<file path="src/verilog/psf_defines.vh">
// Constants for the special flag bank: offsets, bit positions, timing
// Notes on behaviour
// - Input edge latches input level into catch flag
// - One edge per catch flag per scan
// - Run program while start flag set
// - Initialize pulse lasts exactly the first scan
// - Kill flag forces every output off
// - Carry or borrow sets carry flag, shifts too
// - Program execution error sets fault flag
// - Link error sticky until loader clears or power-off
// - Inhibit stops link at base station only, kept across power-off
// - Version 6 base: flag reinitializes link system
// - Version 5 base: reinit flag does nothing
// - Slave: 800 ms silence sets stop flag
// - Expansion station: flag inert and reads zero
// - Second clear holds second tick at zero
// - Second tick: 500 ms high, 500 ms low
// - Tenth tick: 50 ms high, 50 ms low
// - Hundredth tick: 5 ms high, 5 ms low
// - Preset flag set on change, cleared on download
// - Catch and init flags writable by loader only
// - Counter clear flag kept while CPU stopped
// - Counter clear flag holds counter at zero
// - Running indicator high while controller runs
`ifndef PSF_DEFINES_VH
`define PSF_DEFINES_VH

// ----------------------------------------------------------------
// Register offsets
// ----------------------------------------------------------------
`define PSF_ADDR_W 4
`define PSF_DATA_W 8
`define PSF_REG_CATCH 4'h0
`define PSF_REG_CTRL 4'h1
`define PSF_REG_TICK 4'h2
`define PSF_REG_INFO 4'h3

// ----------------------------------------------------------------
// Control register bits
// ----------------------------------------------------------------
`define PSF_C_RUN 0
`define PSF_C_FIRST 1
`define PSF_C_KILL 2
`define PSF_C_CARRY 3
`define PSF_C_FAULT 4
`define PSF_C_LFAULT 5
`define PSF_C_INHIBIT 6
`define PSF_C_REINIT 7

// ----------------------------------------------------------------
// Tick register bits
// ----------------------------------------------------------------
`define PSF_T_SCLR 0
`define PSF_T_SEC 1
`define PSF_T_TENTH 2
`define PSF_T_HUND 3
`define PSF_T_PRESET 4
`define PSF_T_FCCLR 5
`define PSF_T_WRAP 6
`define PSF_T_RUNNING 7

// ----------------------------------------------------------------
// Station roles
// ----------------------------------------------------------------
`define PSF_ROLE_BASE 2'h0
`define PSF_ROLE_SLAVE 2'h1
`define PSF_ROLE_EXP 2'h2

// ----------------------------------------------------------------
// Timing
// ----------------------------------------------------------------
`define PSF_CLK_NS 100
`define PSF_MS_NS 1000000
`define PSF_MS_CYCLES (`PSF_MS_NS / `PSF_CLK_NS)
`define PSF_HUND_HALF_MS 5
`define PSF_DECADE 10
`define PSF_LINK_SILENCE_MS 800

`endif

</file>
<file path="src/verilog/psf_flag_bank.v">
// Special status and control flag bank of the controller
`include "psf_defines.vh"

module psf_flag_bank #(
    parameter MS_CYCLES = `PSF_MS_CYCLES,
    parameter SILENCE_MS = `PSF_LINK_SILENCE_MS
) (
    input wire mclk, // 10 MHz clock
    input wire rst_b, // Power-on reset, async, low
    input wire [3:0] reg_addr, // Register address
    input wire [7:0] reg_wdata, // Register write data
    input wire reg_wr, // Write strobe
    input wire reg_rd, // Read strobe
    output reg [7:0] reg_rdata, // Read data, cycle after strobe
    input wire [7:0] catch_in, // First eight inputs
    input wire scan_end, // Pulse at the end of each scan
    input wire carry_set, // Add carry, borrow or shift out one
    input wire carry_clr, // Shift or arithmetic result no carry
    input wire prog_error, // Execution error pulse
    input wire link_error, // Link communication error pulse
    input wire link_frame_ok, // Correct link data received
    input wire [1:0] station_role, // Base, slave or expansion
    input wire sysver_ge6, // System program version 6 or later
    input wire preset_changed, // Loader altered a preset
    input wire program_download, // Program transferred
    input wire loader_preset_clear, // Changed presets cleared
    input wire fc_overflow, // Fast counter overflow pulse
    input wire fc_hard_reset, // Fast counter hard reset input
    input wire nv_run, // Backed-up start flag
    input wire nv_inhibit, // Backed-up inhibit flag
    input wire nv_preset, // Backed-up preset flag
    output wire program_run, // Execute user program
    output wire first_scan_pulse, // First scan after start
    output wire outputs_kill_flag, // Force all outputs off
    output wire link_halt, // Stop link communication
    output reg link_reinit, // One-cycle link reinitialize
    output wire fast_counter_clear_flag, // Hold counter at zero
    output wire running_indicator, // Controller running
    output wire second_tick, // 1 s clock
    output wire tenth_second_tick, // 100 ms clock
    output wire hundredth_second_tick, // 10 ms clock
    output wire [7:0] ctrl_flags, // Start..reinit flags, for backup
    output wire [7:0] tick_flags // Clear..running flags, for backup
);

    // ----------------------------------------------------------------
    // Flag state
    // ----------------------------------------------------------------
    reg [7:0] catch_flag;
    reg [7:0] catch_armed;
    reg [7:0] catch_prev;
    reg run_control_flag;
    reg first_flag;
    reg first_pending;
    reg run_prev;
    reg kill_flag;
    reg carry_borrow_flag;
    reg program_fault_flag;
    reg link_fault_flag;
    reg link_inhibit_flag;
    reg link_reinit_or_timeout_flag;
    reg reinit_prev;
    reg second_tick_clear;
    reg sec_q;
    reg tenth_q;
    reg hund_q;
    reg preset_modified_flag;
    reg fc_clear_q;
    reg fast_counter_wrap_flag;
    reg booted;
    reg [13:0] ms_cnt;
    reg [2:0] hund_cnt;
    reg [3:0] tenth_cnt;
    reg [3:0] sec_cnt;
    reg [9:0] silence_cnt;

    wire wr_catch = reg_wr && (reg_addr == `PSF_REG_CATCH);
    wire wr_ctrl = reg_wr && (reg_addr == `PSF_REG_CTRL);
    wire wr_tick = reg_wr && (reg_addr == `PSF_REG_TICK);
    wire is_base = (station_role == `PSF_ROLE_BASE);
    wire is_slave = (station_role == `PSF_ROLE_SLAVE);
    wire ms_tick = (ms_cnt == MS_CYCLES[13:0] - 14'h1);
    wire hund_edge = ms_tick &&
        (hund_cnt == `PSF_HUND_HALF_MS - 3'h1);
    wire tenth_edge = hund_edge && (tenth_cnt == `PSF_DECADE - 4'h1);
    wire sec_edge = tenth_edge && (sec_cnt == `PSF_DECADE - 4'h1);
    wire [7:0] catch_edge = catch_in ^ catch_prev;
    wire stopped = !run_control_flag;

    // Write data bit, or keep when this word is not written
    function wr_bit;
        input sel;
        input din;
        input cur;
        begin
            wr_bit = sel ? din : cur;
        end
    endfunction

    // ----------------------------------------------------------------
    // Catch input latches
    // ----------------------------------------------------------------
    // Catch flags keep operating while stopped
    always @(posedge mclk or negedge rst_b) begin
        if (!rst_b) begin
            catch_flag <= 8'h00;
            catch_armed <= 8'hff;
            catch_prev <= 8'h00;
        end else begin
            catch_prev <= catch_in;
            if (wr_catch) begin
                catch_flag <= reg_wdata;
            end
            catch_flag <= (wr_catch ? reg_wdata : catch_flag) &
                ~(catch_edge & catch_armed) |
                (catch_edge & catch_armed & catch_in);
            if (scan_end) begin
                catch_armed <= 8'hff;
            end else begin
                catch_armed <= catch_armed & ~catch_edge;
            end
        end
    end

    // ----------------------------------------------------------------
    // Run control and scan flags
    // ----------------------------------------------------------------
    always @(posedge mclk or negedge rst_b) begin
        if (!rst_b) begin
            booted <= 1'b0;
            run_control_flag <= 1'b0;
            run_prev <= 1'b0;
            first_flag <= 1'b0;
            first_pending <= 1'b0;
            kill_flag <= 1'b0;
            carry_borrow_flag <= 1'b0;
            program_fault_flag <= 1'b0;
        end else begin
            booted <= 1'b1;
            run_prev <= run_control_flag;
            if (!booted) begin
                run_control_flag <= nv_run;
            end else begin
                run_control_flag <= wr_bit(wr_ctrl,
                    reg_wdata[`PSF_C_RUN], run_control_flag);
            end
            if (stopped) begin
                first_flag <= 1'b0;
                first_pending <= 1'b0;
                kill_flag <= 1'b0;
                carry_borrow_flag <= 1'b0;
                program_fault_flag <= 1'b0;
            end else begin
                if (!run_prev) begin
                    first_flag <= 1'b1;
                    first_pending <= 1'b1;
                end else if (scan_end && first_pending) begin
                    first_flag <= 1'b0;
                    first_pending <= 1'b0;
                end else begin
                    first_flag <= wr_bit(wr_ctrl,
                        reg_wdata[`PSF_C_FIRST], first_flag);
                end
                kill_flag <= wr_bit(wr_ctrl, reg_wdata[`PSF_C_KILL],
                    kill_flag);
                carry_borrow_flag <= carry_set |
                    (~carry_clr & wr_bit(wr_ctrl,
                    reg_wdata[`PSF_C_CARRY], carry_borrow_flag));
                program_fault_flag <= prog_error | wr_bit(wr_ctrl,
                    reg_wdata[`PSF_C_FAULT], program_fault_flag);
            end
        end
    end

    // ----------------------------------------------------------------
    // Link flags
    // ----------------------------------------------------------------
    always @(posedge mclk or negedge rst_b) begin
        if (!rst_b) begin
            link_fault_flag <= 1'b0;
            link_inhibit_flag <= 1'b0;
            link_reinit_or_timeout_flag <= 1'b0;
            reinit_prev <= 1'b0;
            link_reinit <= 1'b0;
            silence_cnt <= 10'h000;
        end else begin
            link_fault_flag <= link_error | wr_bit(wr_ctrl,
                reg_wdata[`PSF_C_LFAULT], link_fault_flag);
            if (!booted) begin
                link_inhibit_flag <= nv_inhibit;
            end else begin
                link_inhibit_flag <= wr_bit(wr_ctrl,
                    reg_wdata[`PSF_C_INHIBIT], link_inhibit_flag);
            end
            // Silence is counted in whole ms since the last good frame
            if (link_frame_ok || !is_slave) begin
                silence_cnt <= 10'h000;
            end else if (ms_tick && silence_cnt != SILENCE_MS[9:0]) begin
                silence_cnt <= silence_cnt + 10'h001;
            end
            reinit_prev <= link_reinit_or_timeout_flag;
            if (stopped) begin
                link_reinit_or_timeout_flag <= 1'b0;
            end else if (is_slave) begin
                if (link_frame_ok) begin
                    link_reinit_or_timeout_flag <= 1'b0;
                end else if (silence_cnt == SILENCE_MS[9:0]) begin
                    link_reinit_or_timeout_flag <= 1'b1;
                end
            end else if (is_base) begin
                link_reinit_or_timeout_flag <= wr_bit(wr_ctrl,
                    reg_wdata[`PSF_C_REINIT], link_reinit_or_timeout_flag);
            end else begin
                link_reinit_or_timeout_flag <= 1'b0;
            end
            link_reinit <= is_base && sysver_ge6 && !stopped &&
                link_reinit_or_timeout_flag && !reinit_prev;
        end
    end

    // ----------------------------------------------------------------
    // Millisecond time base and clock ticks
    // ----------------------------------------------------------------
    // cascaded from one ms counter
    // Tick dividers run on while stopped, as operating flags
    always @(posedge mclk or negedge rst_b) begin
        if (!rst_b) begin
            ms_cnt <= 14'h0000;
            hund_cnt <= 3'h0;
            tenth_cnt <= 4'h0;
            sec_cnt <= 4'h0;
            hund_q <= 1'b0;
            tenth_q <= 1'b0;
            sec_q <= 1'b0;
            second_tick_clear <= 1'b0;
        end else begin
            ms_cnt <= ms_tick ? 14'h0000 : ms_cnt + 14'h0001;
            if (ms_tick) begin
                hund_cnt <= hund_edge ? 3'h0 : hund_cnt + 3'h1;
            end
            if (hund_edge) begin
                hund_q <= !hund_q;
                tenth_cnt <= tenth_edge ? 4'h0 : tenth_cnt + 4'h1;
            end
            if (tenth_edge) begin
                tenth_q <= !tenth_q;
            end
            second_tick_clear <= stopped ? 1'b0 : wr_bit(wr_tick,
                reg_wdata[`PSF_T_SCLR], second_tick_clear);
            if (second_tick_clear) begin
                sec_q <= 1'b0;
                sec_cnt <= 4'h0;
            end else if (tenth_edge) begin
                sec_cnt <= sec_edge ? 4'h0 : sec_cnt + 4'h1;
                if (sec_edge) begin
                    sec_q <= !sec_q;
                end
            end
        end
    end

    // ----------------------------------------------------------------
    // Preset and fast counter flags
    // ----------------------------------------------------------------
    always @(posedge mclk or negedge rst_b) begin
        if (!rst_b) begin
            preset_modified_flag <= 1'b0;
            fc_clear_q <= 1'b0;
            fast_counter_wrap_flag <= 1'b0;
        end else begin
            if (!booted) begin
                preset_modified_flag <= nv_preset;
            end else if (preset_changed) begin
                preset_modified_flag <= 1'b1;
            end else if (program_download || loader_preset_clear) begin
                preset_modified_flag <= 1'b0;
            end
            // kept across stop, lost at power-off
            fc_clear_q <= wr_bit(wr_tick, reg_wdata[`PSF_T_FCCLR],
                fc_clear_q);
            if (fc_overflow) begin
                fast_counter_wrap_flag <= 1'b1;
            end else if (stopped || fc_hard_reset || fc_clear_q) begin
                fast_counter_wrap_flag <= 1'b0;
            end
        end
    end

    // ----------------------------------------------------------------
    // Outputs
    // ----------------------------------------------------------------
    assign program_run = run_control_flag;
    assign first_scan_pulse = first_flag;
    assign outputs_kill_flag = kill_flag;
    assign link_halt = is_base && link_inhibit_flag;
    assign fast_counter_clear_flag = fc_clear_q;
    assign running_indicator = run_control_flag && run_prev;
    assign second_tick = sec_q;
    assign tenth_second_tick = tenth_q;
    assign hundredth_second_tick = hund_q;
    assign ctrl_flags = {link_reinit_or_timeout_flag, link_inhibit_flag,
        link_fault_flag, program_fault_flag, carry_borrow_flag,
        kill_flag, first_flag, run_control_flag};
    assign tick_flags = {running_indicator, fast_counter_wrap_flag,
        fc_clear_q, preset_modified_flag, hund_q, tenth_q, sec_q,
        second_tick_clear};

    // ----------------------------------------------------------------
    // Read port
    // ----------------------------------------------------------------
    always @(posedge mclk or negedge rst_b) begin
        if (!rst_b) begin
            reg_rdata <= 8'h00;
        end else if (reg_rd) begin
            case (reg_addr)
                `PSF_REG_CATCH: reg_rdata <= catch_flag;
                `PSF_REG_CTRL: reg_rdata <= ctrl_flags;
                `PSF_REG_TICK: reg_rdata <= tick_flags;
                `PSF_REG_INFO: reg_rdata <= {5'h00, sysver_ge6,
                    station_role};
                default: reg_rdata <= 8'h00;
            endcase
        end else begin
            reg_rdata <= 8'h00;
        end
    end

endmodule

</file>
<file path="config.mk">
export PLATFORM = sky130hd
export DESIGN_NAME = psf_flag_bank
export DESIGN_NICKNAME = d
export VERILOG_FILES = /design/src/verilog/psf_flag_bank.v
export VERILOG_INCLUDE_DIRS = /design/src /design/src/verilog
export SDC_FILE = /design/constraint.sdc
export NUM_CORES = 1
export LEC_CHECK = 0
export ABC_AREA = 1
export BUFFER_PORTS_ARGS = -buffer_cell sky130_fd_sc_hd__clkbuf_2
export CAP_MARGIN = 20
export CORE_MARGIN = 5
export CORE_UTILIZATION = 30
export CTS_CLUSTER_SIZE = 12
export DETAILED_ROUTE_END_ITERATION = 8
export HOLD_SLACK_MARGIN = 0.12
export PLACE_DENSITY = 0.6
export SLEW_MARGIN = 20
export SYNTH_ARGS = -nofsm -noshare
export SYNTH_HDL_FRONTEND = slang
export SYNTH_SLANG_ARGS = --single-unit
</file>
<file path="constraint.sdc">
create_clock -name mclk -period 2.9 [get_ports mclk]
set_input_delay 0.87 -clock mclk [delete_from_list [all_inputs] [get_ports mclk]]
set_output_delay 0.87 -clock mclk [all_outputs]
set_load 0.005 [all_outputs]
</file>
==> flow_metrics.py <==
metrics = {
    "outcome": {
        "status": "finished, final reports clean",
    },
    "timing": {
        "min_period_ps": 2235,
        "period_share_pct": 77.06,
        "finalHoldViolations": 0,
        "relSlewSlack_pct": 62.36,
        "whs_ps": 431.9,
        "clock_skew_ps": 4.100,
        "setup_tns_ps": 0,
        "rsz0062_at_grt": "no",
        "finalSetupViolCount": 0,
        "max_clock_freq_ghz": 0.4475,
        "drv_slew": 0,
        "tightest_slew_ps": 564.6,
        "setup_ws_ps": 665.3,
    },
    "synth": {
        "synth_top_area_share_pct": 43.66,
        "ys_top_cells_by_area": "dfrtp_1 44%, nand2_1 9.4%, nand3_1 7.7%, inv_1 7.0%, dfstp_2 4.6%",
        "syn-num-nets": 594,
        "yosysMostFrequentCell": "nand2_1",
        "synth.distinct_cells": 37,
        "synthAdderAreaFrac_pct": 2.487,
        "synth_area_um2": 4528,
        "synthCells": 544,
        "ys_seq_area_share_pct": 48.30,
        "async_flop_share_pct": 100.0,
        "ys_top_cells_by_count": "113 x nand2_1, 84 x inv_1, 79 x dfrtp_1",
        "ys.flop_type": "dfrtp_1",
        "syn_avg_cell_area_um2": 8.324,
        "synth_xor_area_share_pct": 3.868,
        "synth_edf_count": 0,
        "synth-compound-area-share_pct": 6.466,
        "ys_warn_count": 0,
        "synth-seq-cells": 87,
        "synthMuxAreaShare_pct": 0.2487,
        "synth_top_family_by_area": "simple AND/OR/NAND/NOR gates",
        "synth-simple-area-share_pct": 28.16,
        "synth_top_area_cell": "dfrtp_1",
    },
    "cells_and_area": {
        "n_fill_cell": 1562,
        "final-seq-area_um2": 2187,
        "layout-drive-gt1-share_pct": 22.26,
        "final_area_um2": 5399,
        "diodes": 0,
        "multi_input_area_um2": 1871,
        "layout.nets": 665,
        "area_delta_synth_final_pct": 19.23,
    },
    "pwr": {
        "finalPower_w": 0.002929,
        "p_comb_share_pct": 8.1,
        "intPower_w": 0.002251,
        "pwr-share-seq_pct": 45.5,
        "power.switching_w": 0.0006783,
        "switching_share_pct": 23.15,
        "p_per_area_nw_per_um2": 542.6,
        "vdd_drop_max_mv": 0.4215,
        "p_clk_share_pct": 46.4,
        "p_leak_nw": 2.819,
    },
    "routing": {
        "routed_wl_mm": 10.79,
        "vias": 3644,
        "drt_iter0_markers": 192,
        "top_layer_used": "met4",
        "drc": 0,
        "wl_met3_um": 774,
        "wl_per_cell_um": 13.35,
        "viasPerCell": 4.510,
        "wl_met1_mm": 5.088,
        "drtAntennaViolNets": 0,
        "first_pass_iters": 4,
        "dr_wl_met2_mm": 4.809,
    },
    "place": {
        "place_area_um2": 5044,
        "post-place-ws_ps": 677.9,
        "port_buffers": 74,
        "dp_hpwl_mm": 8.431,
        "finalWeightedCongestion": 0.8718,
    },
    "floorplan": {
        "pin_count": 75,
        "die_h_um": 132.9,
        "rows": 45,
        "design.die.area_um2": 17650,
        "die_x_um": 132.9,
        "initial_utilization_pct": 30.23,
        "core_area_um2": 14980,
    },
    "worst_hold_path": {
        "hp-class": "reg -> reg",
    },
    "grt": {
        "grt_util_all_layers_pct": 12.85,
        "grt_pass1_vias": 3592,
        "grt_pass1_wl_mm": 18.02,
        "antenna_found_initial": 0,
        "grt_max_degree": 43,
        "grt.overflow.total": 0,
    },
    "critical_path": {
        "crit_type": "reg -> out",
        "cp_max_fo": 10,
        "crit_path_start_kind": "register",
        "arrival_ps": 1360,
        "endpoint_kind": "primary output",
        "crit_required_ps": 2030,
    },
    "job": {
        "cap_violations": 0,
    },
    "clock_tree": {
        "clkLatencyLatePin_ps": 340,
        "cts.path.max_buffers": 2,
        "cts_repair_resize_count": 0,
        "cts_tree": "yes",
        "cts-hold-fix-buffers": 0,
        "cts_htree_levels": 3,
        "cts_sinks": 87,
        "clockRootBuffer": "clkbuf_16",
        "cts_buffers": 9,
        "clkTransAtPathRegs_ps": 60,
        "postCtsSetupBuffers": 0,
    },
}
## final cells by class
cell class | count | area share (%)
flip-flops and latches | 87 | 40.51
multi-input cells | 351 | 34.65
repair buffers | 79 | 7.833
inverters | 87 | 6.072
clock buffers | 10 | 4.426
well taps | 188 | 4.357
clock inverters | 6 | 2.155
## kinds of logic (layout without fill, tap and decap cells)
logic type / count (synthesis) / count (layout)
buffers and inverters: 106 / 182
AO/OA/AOI/OAI: 52 / 52
AND/OR/NAND/NOR: 268 / 268
adder cells (fa/ha/maj): 9 / 9
flip-flops: 87 / 87
XOR/XNOR: 20 / 20
other: 1 / 1
multiplexers: 1 / 1
## state kept, by name, summed over array words and instances, names as in the netlist, 3 cells and up, named ones only
name and count:
sec_cnt 4, reg_rdata 8, ms_cnt 14, tenth_cnt 4, catch_armed 8, silence_cnt 10, catch_prev 8, hund_cnt 3
## worst max-delay path, cell delays in order, from the launching register on
cell and delay [ps]:
dfrtp_1 450, buf_4 210, nand2_1 90, inv_1 130
clkbuf_2 130
## per-layer routing
metal	vias to the layer above	global-route usage, %
li1	1876	-
met5	-	0
met4	0	3.522
met3	7	4.905
met1	1675	17.14
met2	86	19.53
## metrics by stage
step / util (%) / cells
3_5_place_dp: 33.68 / 792
4_1_cts: 36.05 / 808
5_1_grt: 36.05 / 808
3_3_place_gp: 33.68 / 792
6_report: 36.05 / 808
2_1_floorplan: - / 544
## cell usage in the layout (no fill, tap or decap), drive strengths merged
cell	Yosys	routed
nand2	115	115
inv	86	87
clkbuf	2	83
dfrtp	79	79
nand3	75	75
nor2	51	51
o21ai	28	28
xor2	16	16
nand4	14	14
a21oi	11	11
ha	9	9
dfstp	8	8
nor3	7	7
buf	17	6
xnor2	4	4
o211ai	3	3
nand3b	3	3
bufinv	0	3
clkinv	1	3
o22ai	2	2
a31o	2	2
o31ai	2	2
or2	2	2
o21bai	2	2
o221ai	1	1
a31oi	1	1
or3b	1	1
mux2	1	1
conb	1	1
## power groups by stage
stage,Sequential [W],Clock (W),Combinational [W]
after detailed placement,0.00136,0,0.000244
after CTS,0.00133,0.00140,0.000245
after floorplan,0.00134,0,0.000138
after global placement,0.00135,0,0.000242
final,0.00133,0.00136,0.000239
after global routing,0.00134,0.00145,0.000277
## final timing paths
| path | startpoint | to | slack, ps | cells past startpoint |
|---|---|---|---|---|
| worst max-delay path | program_run | running_indicator | 670 | 4 |
| worst min-delay path | link_reinit_or_timeout_flag | reinit_prev | 430 | 0 |
| worst max register to register | ms_cnt[0] | silence_cnt[9] | 1260 | 8 |
| worst min register to register | link_reinit_or_timeout_flag | reinit_prev | 430 | 0 |
| max in group asynchronous | rst_b | catch_armed[5] | 1720 | 2 |
| min in group asynchronous | rst_b | ms_cnt[3] | 520 | 1 |
No activity file was read; power rests on OpenSTA's default activity.
